<file path="config.mk">
export PLATFORM = sky130hd
export DESIGN_NAME = msq_sequencer
export DESIGN_NICKNAME = d
export VERILOG_FILES = /design/src/logic/msq_pkg.sv /design/src/logic/msq_timer.sv /design/src/logic/msq_sequencer.sv
export SDC_FILE = /design/constraint.sdc
export NUM_CORES = 1
export LEC_CHECK = 0
export BUFFER_PORTS_ARGS = -buffer_cell sky130_fd_sc_hd__buf_2
export CAP_MARGIN = 20
export CORE_ASPECT_RATIO = 0.9
export CORE_MARGIN = 8
export CORE_UTILIZATION = 60
export CTS_CLUSTER_SIZE = 28
export DETAILED_ROUTE_END_ITERATION = 16
export PLACE_DENSITY_LB_ADDON = 0.3
export SETUP_SLACK_MARGIN = 0.02
export SYNTH_ARGS = -nofsm -noshare
export SYNTH_HDL_FRONTEND = slang
export SYNTH_SLANG_ARGS = --single-unit
</file>
<file path="constraint.sdc">
create_clock -name clk -period 4.4 [get_ports clk]
set_clock_uncertainty 0.1 [all_clocks]
set_input_delay 0.44 -clock clk [delete_from_list [all_inputs] [get_ports clk]]
set_output_delay 0.44 -clock clk [all_outputs]
set_load 0.005 [all_outputs]
</file>
<file path="src/logic/msq_pkg.sv">
// constants and state type for the module power and reset sequencer
package msq_pkg;
   // clock and time base
   localparam int CLK_PERIOD_NS = 10;
   localparam int NS_PER_MS = 1000000;
   // power-control rise to clock request, typical
   localparam int T_CLKREQ_MS = 100;
   // power-control low until the module is fully off
   localparam int T_OFF_HOLD_MS = 900;
   localparam int CLKREQ_CYC = T_CLKREQ_MS * NS_PER_MS / CLK_PERIOD_NS;
   localparam int OFF_HOLD_CYC = T_OFF_HOLD_MS * NS_PER_MS / CLK_PERIOD_NS;
   // length of the essential shutdown tasks before the reply
   localparam int SDN_TASK_CYC = 64;
   // timer width holds the longest count
   localparam int TMR_W = 27;
   // reset values of the outputs
   localparam logic POWER_EN_RST = 1'b0;
   localparam logic BB_RESET_RST = 1'b1;
   localparam logic CLKREQ_OE_RST = 1'b0;
   localparam logic PCIE_RST_OE_RST = 1'b0;
   localparam logic PIN_LOW = 1'b0;
   // gray code along off, up, on, shutdown, minimum function, down
   typedef enum logic [2:0] {
      ST_OFF = 3'h0,
      ST_UP = 3'h1,
      ST_ON = 3'h3,
      ST_SDN = 3'h2,
      ST_MINF = 3'h6,
      ST_DOWN = 3'h7
   } msq_state_t;
endpackage

</file>
<file path="src/logic/msq_timer.sv">
// down counter that pulses done when a loaded interval has elapsed
`timescale 1ns/10ps
module msq_timer #(
   parameter int W = msq_pkg::TMR_W
) (
   input wire logic clk,          // system clock
   input wire logic rstn,         // async reset, active low
   input wire logic ce,           // clock enable
   input wire logic start,        // load and start counting
   input wire logic [W-1:0] load, // cycles to count, at least one
   output logic busy,             // counting
   output logic done              // one-cycle pulse at the end
);
   import msq_pkg::*;

   logic [W-1:0] cnt_r;
   logic done_r;

   always_ff @(posedge clk or negedge rstn) begin
      if (!rstn) begin
         cnt_r <= '0;
      end else if (ce) begin
         if (start) begin
            cnt_r <= load;
         end else if (cnt_r != '0) begin
            cnt_r <= cnt_r - W'(1);
         end
      end
   end

   // a restart in the last cycle suppresses the pulse
   always_ff @(posedge clk or negedge rstn) begin
      if (!rstn) begin
         done_r <= 1'b0;
      end else if (ce) begin
         done_r <= !start && (cnt_r == W'(1));
      end
   end

   assign busy = (cnt_r != '0);
   assign done = done_r;
endmodule

</file>
<file path="src/logic/msq_sequencer.sv">
// power-on, power-off, warm and hard reset sequencer inside the module
// Behaviour
// - power-control high with supply present starts power-up.
// - power-control low or floating with supply present turns module off.
// - clock request asserted typically 100 ms after power-control rises.
// - reset input released within 390 ms of PCIe reset; module tolerates it.
// - shutdown command answered OK only after shutdown tasks finish.
// - reset input low puts the module into reset immediately.
// - reset discards data, removes drivers, drops network connection.
// - warm reset keeps module power on.
// - hard reset is full power-off then complete turn-on sequence.
// - in USB mode all PCIe reset and clock request steps are skipped.
// - endpoint mode: reset in, clock request out; root-complex inverts.
`timescale 1ns/10ps
module msq_sequencer #(
   parameter int CLKREQ_CYCLES = msq_pkg::CLKREQ_CYC,
   parameter int OFF_HOLD_CYCLES = msq_pkg::OFF_HOLD_CYC,
   parameter int SDN_CYCLES = msq_pkg::SDN_TASK_CYC
) (
   input wire logic clk,          // system clock, 100 MHz
   input wire logic rstn,         // async reset, active low
   input wire logic ce,           // clock enable, freezes all state
   input wire logic vcc_ok,       // supply present
   input wire logic power_ctl,    // full-card power control, high = on
   input wire logic reset_in_n,   // module reset input, active low
   input wire logic usb_mode,     // host link is USB, PCIe steps skipped
   input wire logic rc_mode,      // module acts as PCIe root complex
   input wire logic pcie_rst_in_n, // PCIe reset from host, endpoint mode
   input wire logic pcie_clock_request_n_in, // clock request, rc mode
   input wire logic shutdown_cmd, // pulse: shutdown command received
   output logic power_en,         // internal power rails enabled
   output logic bb_reset,         // baseband held in reset
   output logic data_clear,       // pulse: volatile data discarded
   output logic drivers_up,       // system drivers loaded
   output logic net_up,           // network connection allowed
   output logic pcie_clock_request_n_out, // open-drain level, always low
   output logic pcie_clock_request_n_oe,  // high while requesting clock
   output logic pcie_rst_out_n,   // open-drain level, always low
   output logic pcie_rst_oe,      // high while holding PCIe reset, rc
   output logic pcie_link_en,     // PCIe link may train
   output logic cmd_ok,           // pulse: shutdown command OK
   output logic cmd_error,        // pulse: shutdown command ERROR
   output logic unsafe_off,       // power dropped without handshake
   output msq_pkg::msq_state_t state // current sequencer state
);
   import msq_pkg::*;

   msq_state_t state_r, state_nxt;
   logic tmr_start;
   logic [TMR_W-1:0] tmr_load;
   logic tmr_done;
   logic on_req;
   logic active_nxt;
   logic cmd_take, cmd_again;
   logic reset_in_q_r;
   logic power_en_r, bb_reset_r, data_clear_r, drivers_up_r, net_up_r;
   logic clkreq_oe_r, pcie_rst_oe_r, pcie_link_en_r;
   logic cmd_ok_r, cmd_error_r, unsafe_off_r;
   logic pin_low_r;

   msq_timer #(
      .W(TMR_W)
   ) u_timer (
      .clk(clk),
      .rstn(rstn),
      .ce(ce),
      .start(tmr_start),
      .load(tmr_load),
      .busy(),
      .done(tmr_done)
   );

   // a floating pin reads low through the pull-down
   assign on_req = vcc_ok && power_ctl;
   assign cmd_take = shutdown_cmd && reset_in_n && on_req &&
                     (state_r == ST_ON);
   assign cmd_again = shutdown_cmd && reset_in_n && on_req &&
                      (state_r == ST_MINF);

   always_comb begin
      state_nxt = state_r;
      tmr_start = 1'b0;
      tmr_load = '0;
      if (!vcc_ok) begin
         state_nxt = ST_OFF;
      end else begin
         case (state_r)
            ST_OFF: begin
               if (power_ctl) begin
                  state_nxt = ST_UP;
                  tmr_start = 1'b1;
                  tmr_load = TMR_W'(CLKREQ_CYCLES);
               end
            end
            ST_UP, ST_ON, ST_SDN, ST_MINF: begin
               if (!power_ctl) begin
                  state_nxt = ST_DOWN;
                  tmr_start = 1'b1;
                  tmr_load = TMR_W'(OFF_HOLD_CYCLES);
               end else if (state_r == ST_UP && tmr_done) begin
                  state_nxt = ST_ON;
               end else if (cmd_take) begin
                  state_nxt = ST_SDN;
                  tmr_start = 1'b1;
                  tmr_load = TMR_W'(SDN_CYCLES);
               end else if (state_r == ST_SDN && tmr_done) begin
                  state_nxt = ST_MINF;
               end
            end
            ST_DOWN: begin
               if (tmr_done) begin
                  state_nxt = ST_OFF;
               end
            end
            default: begin
               state_nxt = ST_OFF;
            end
         endcase
      end
   end

   always_ff @(posedge clk or negedge rstn) begin
      if (!rstn) begin
         state_r <= ST_OFF;
      end else if (ce) begin
         state_r <= state_nxt;
      end
   end

   assign active_nxt = (state_nxt != ST_OFF) && (state_nxt != ST_DOWN);

   // power stays up through a warm reset
   always_ff @(posedge clk or negedge rstn) begin
      if (!rstn) begin
         power_en_r <= POWER_EN_RST;
      end else if (ce) begin
         power_en_r <= active_nxt;
      end
   end

   // reset input acts on the next edge whatever the state
   always_ff @(posedge clk or negedge rstn) begin
      if (!rstn) begin
         bb_reset_r <= BB_RESET_RST;
         reset_in_q_r <= 1'b1;
         data_clear_r <= 1'b0;
      end else if (ce) begin
         bb_reset_r <= !reset_in_n || !active_nxt;
         reset_in_q_r <= reset_in_n;
         data_clear_r <= reset_in_q_r && !reset_in_n && active_nxt;
      end
   end

   always_ff @(posedge clk or negedge rstn) begin
      if (!rstn) begin
         drivers_up_r <= 1'b0;
         net_up_r <= 1'b0;
      end else if (ce) begin
         drivers_up_r <= reset_in_n && active_nxt &&
                         (state_nxt != ST_UP);
         net_up_r <= reset_in_n && (state_nxt == ST_ON);
      end
   end

   // clock request only in endpoint mode over PCIe
   always_ff @(posedge clk or negedge rstn) begin
      if (!rstn) begin
         clkreq_oe_r <= CLKREQ_OE_RST;
         pin_low_r <= PIN_LOW;
      end else if (ce) begin
         clkreq_oe_r <= !usb_mode && !rc_mode && active_nxt &&
                        (state_nxt != ST_UP);
         pin_low_r <= PIN_LOW;
      end
   end

   // root complex: hold the endpoint in reset until it asks for clock
   always_ff @(posedge clk or negedge rstn) begin
      if (!rstn) begin
         pcie_rst_oe_r <= PCIE_RST_OE_RST;
      end else if (ce) begin
         pcie_rst_oe_r <= !usb_mode && rc_mode &&
                          !((state_nxt == ST_ON || state_nxt == ST_SDN ||
                             state_nxt == ST_MINF) &&
                            !pcie_clock_request_n_in);
      end
   end

   always_ff @(posedge clk or negedge rstn) begin
      if (!rstn) begin
         pcie_link_en_r <= 1'b0;
      end else if (ce) begin
         pcie_link_en_r <= !usb_mode && reset_in_n && active_nxt &&
                           (state_nxt != ST_UP) &&
                           (rc_mode ? !pcie_clock_request_n_in
                                    : pcie_rst_in_n);
      end
   end

   // answers to the shutdown command
   always_ff @(posedge clk or negedge rstn) begin
      if (!rstn) begin
         cmd_ok_r <= 1'b0;
         cmd_error_r <= 1'b0;
      end else if (ce) begin
         cmd_ok_r <= (state_r == ST_SDN && tmr_done && on_req) ||
                     cmd_again;
         cmd_error_r <= shutdown_cmd && !cmd_take && !cmd_again;
      end
   end

   // power removed while running without the shutdown handshake
   always_ff @(posedge clk or negedge rstn) begin
      if (!rstn) begin
         unsafe_off_r <= 1'b0;
      end else if (ce) begin
         if ((state_r == ST_ON || state_r == ST_SDN) &&
             state_nxt == ST_DOWN) begin
            unsafe_off_r <= 1'b1;
         end else if (state_nxt == ST_UP) begin
            unsafe_off_r <= 1'b0;
         end
      end
   end

   assign power_en = power_en_r;
   assign bb_reset = bb_reset_r;
   assign data_clear = data_clear_r;
   assign drivers_up = drivers_up_r;
   assign net_up = net_up_r;
   assign pcie_clock_request_n_out = pin_low_r;
   assign pcie_clock_request_n_oe = clkreq_oe_r;
   assign pcie_rst_out_n = pin_low_r;
   assign pcie_rst_oe = pcie_rst_oe_r;
   assign pcie_link_en = pcie_link_en_r;
   assign cmd_ok = cmd_ok_r;
   assign cmd_error = cmd_error_r;
   assign unsafe_off = unsafe_off_r;
   assign state = state_r;
endmodule

</file>
==> results.json <==
{
  "synthArstFlopShare_pct": 100,
  "dieArea_sq_um": 7250,
  "finalNetCount": 337,
  "worst_hold_slack_ps": -15.1,
  "io_buffers": 24,
  "grt_max_degree": 44,
  "path_clk_slew_ps": 90,
  "slew_violations": 0,
  "leakagePower_nw": 1.28,
  "cts_root_buf": "clkbuf_8",
  "fp.dieH_um": 81.6,
  "p_int_uw": 809,
  "routed-via-count": 2578,
  "min_period_ps": 2550,
  "crit_type": "flip-flop to flip-flop",
  "fin_tns_setup_ps": 0,
  "rsz0062_at_grt": "false",
  "cts_htree_levels": 2,
  "cts_tree": "built",
  "synth-edff-count": 0,
  "initial_utilization_pct": 60.8,
  "viasPerCell": 6.61,
  "gp_congestion": 0.923,
  "maxCapViolations": 0,
  "drive_gt1_share_pct": 19.4,
  "yosys_warnings": 0,
  "ys_seq_area_share_pct": 37.6,
  "ys_ff_latch": 43,
  "pwr-share-clk_pct": 19.4,
  "synth_ff_type": "dfrtp_1",
  "cp_data_arrival_time_ps": 2610,
  "die_w_um": 88.9,
  "clock_path_buffers": 2,
  "syn_area_sq_um": 2870,
  "drtPass1Iterations": 7,
  "drtAntennaViolNets": 0,
  "clock_latency_ps": 310,
  "grt-ovfl-total": 0,
  "cp-start-kind": "flip-flop",
  "grt_first_pass_wirelength_um": 11400,
  "drc": 0,
  "post_synth.cell_area_avg_sq_um": 9.37,
  "power_frac_seq_pct": 45.9,
  "wl_per_cell_um": 17.9,
  "violations": "hold timing",
  "synth_cell_type_count": 70,
  "cts_setup_buffers": 0,
  "cts_buffers": 5,
  "cts_resized": 0,
  "core_area_sq_um": 4710,
  "grt_pass1_vias": 2358,
  "initialDrtViolationCount": 241,
  "pwr-share-comb_pct": 34.7,
  "crit_required_ps": 4460,
  "status": "complete, but fails checks",
  "synth_cells": 306,
  "powerDensity_nw_per_um2": 434,
  "hpwl_um": 4920,
  "area_delta_synth_final_pct": 8.60,
  "layout_commonest_cell": "dfrtp_1",
  "ctsHoldBuffers": 0,
  "wirelength_um": 6980,
  "antenna_cells": 0,
  "antenna_found_initial": 0,
  "finalHoldViolCount": 18,
  "final_cell_mix": "dfrtp_1, nand2_1, buf_2, nor2_1",
  "switching_power_uw": 542,
  "irDropWorstVdd_uv": 277,
  "switching_share_pct": 40.1,
  "setup_viol": 0,
  "fmax_mhz": 393,
  "slew_headroom_pct": 52.1,
  "cp-end-kind": "flip-flop",
  "post-route-period-util_pct": 57.9,
  "holdCritPathClass": "input port to async pin",
  "pin_count": 27,
  "grtUsageTotal_pct": 20.2,
  "rows": 24,
  "cts_sinks": 43,
  "worst_pin_slew_ps": 714,
  "critPathMaxFanout": 12
}
-- flip-flops by register name, indices dropped and copies added, names as in the netlist --
signal and count:
pcie_rst_oe 1, unsafe_off 1, state 3, cmd_ok 1, pcie_clock_request_n_oe 1, drivers_up 1, u_timer.cnt_r 27, power_en 1
net_up 1, data_clear 1, u_timer.done 1, bb_reset 1, pcie_link_en 1, reset_in_q_r 1, cmd_error 1
-- power groups by stage --
stage | logic, mW | clock network, mW | registers [mW]
floorplan | 0.377 | 0 | 0.584
global placement | 0.447 | 0 | 0.618
detailed placement | 0.459 | 0 | 0.624
CTS | 0.461 | 0.271 | 0.616
global route | 0.517 | 0.283 | 0.635
finish | 0.468 | 0.262 | 0.621
-- worst max-delay path, stage by stage, from the launching register on --
cell and delay [ps]:
dfrtp_1 440, inv_1 120, ha_1 200, nor3b_1 410, and4_2 390, nand2b_4 140, o21ai_2 400, o221ai_1 200
-- area by class of cell --
cell class | instances | area (sq um)
clock inverter | 3 | 23.8
sequential | 43 | 1080
multi-input combinational | 234 | 1650
timing repair buffer | 27 | 163
tap | 65 | 81.3
clock buffer | 5 | 68.8
inverter | 13 | 48.8
fill | 400 | 1600
-- cells in the mapped netlist, drive strengths merged, types with 3 or more instances --
library cell,instances,area [sq um]
nand3b,3,22.5
nor3,14,85.1
a2111oi,3,63.8
a22o,4,35.0
buf,11,71.3
o221ai,3,26.3
o22ai,5,31.3
o21ai,19,103
a31oi,6,37.5
or4,6,52.6
nand4,10,62.6
nor4,8,92.6
nand2b,14,95.1
o31ai,4,35.0
nand3,9,62.6
inv,13,48.8
a2bb2oi,3,26.3
dfrtp,41,1030
clkbuf,6,22.5
o2bb2ai,5,43.8
nor2b,6,37.5
nand2,28,105
a21oi,7,35.0
nor2,19,78.8
o211ai,8,75.1
o41ai,4,35.0
mux2i,11,110
-- final timing paths --
| check | from | end | slack, ps | cells after the start |
|---|---|---|---|---|
| max | u_timer.cnt_r[0]$_DFFE_PN0P_ | u_timer.cnt_r[10]$_DFFE_PN0P_ | 1850 | 7 |
| min in group clk | reset_in_n | data_clear$_DFFE_PN0P_ | 310 | 2 |
| min | rstn | pcie_clock_request_n_oe$_DFFE_PN0P_ | -20 | 1 |
| max in group asynchronous | rstn | u_timer.cnt_r[12]$_DFFE_PN0P_ | 3720 | 2 |
| max reg2reg | u_timer.cnt_r[0]$_DFFE_PN0P_ | u_timer.cnt_r[10]$_DFFE_PN0P_ | 1850 | 7 |
| min reg2reg | cmd_ok$_DFFE_PN0P_ | cmd_ok$_DFFE_PN0P_ | 390 | 1 |
-- routing by layer --
layer  vias up  GRT usage, %  routed length (um)
met4         0          8.94                 152
met2       121          30.1                3270
met5         -             0                   0
li1       1211             -                   -
met1      1224          28.1                2990
met3        22          3.40                 564
-- stage by stage --
stage / util [%] / instance area (sq um) / total power [mW] / instances / setup WS, ps
after floorplan: - / 2870 / 0.961 / 307 / 2280
after global placement: 63.5 / 2990 / 1.07 / 381 / 2040
after detailed placement: 63.5 / 2990 / 1.08 / 381 / 1950
after CTS: 65.5 / 3090 / 1.35 / 389 / 1920
after global routing: 66.1 / 3110 / 1.43 / 390 / 1720
final: 66.1 / 3110 / 1.35 / 390 / 1850
-- cells by family after synthesis --
| group | after synthesis | synth area share, % |
|---|---|---|
| and+or+nand+nor | 131 | 27.9 |
| AOI/OAI and AO/OA | 86 | 24.0 |
| DFF | 43 | 37.6 |
| buffers and inverters | 30 | 4.97 |
| muxes | 12 | 4.23 |
| adders and majority gates | 2 | 0.872 |
| other | 1 | 0.131 |
| xor gates and xnor gates | 1 | 0.305 |
Power figures use the tool's default switching activity.
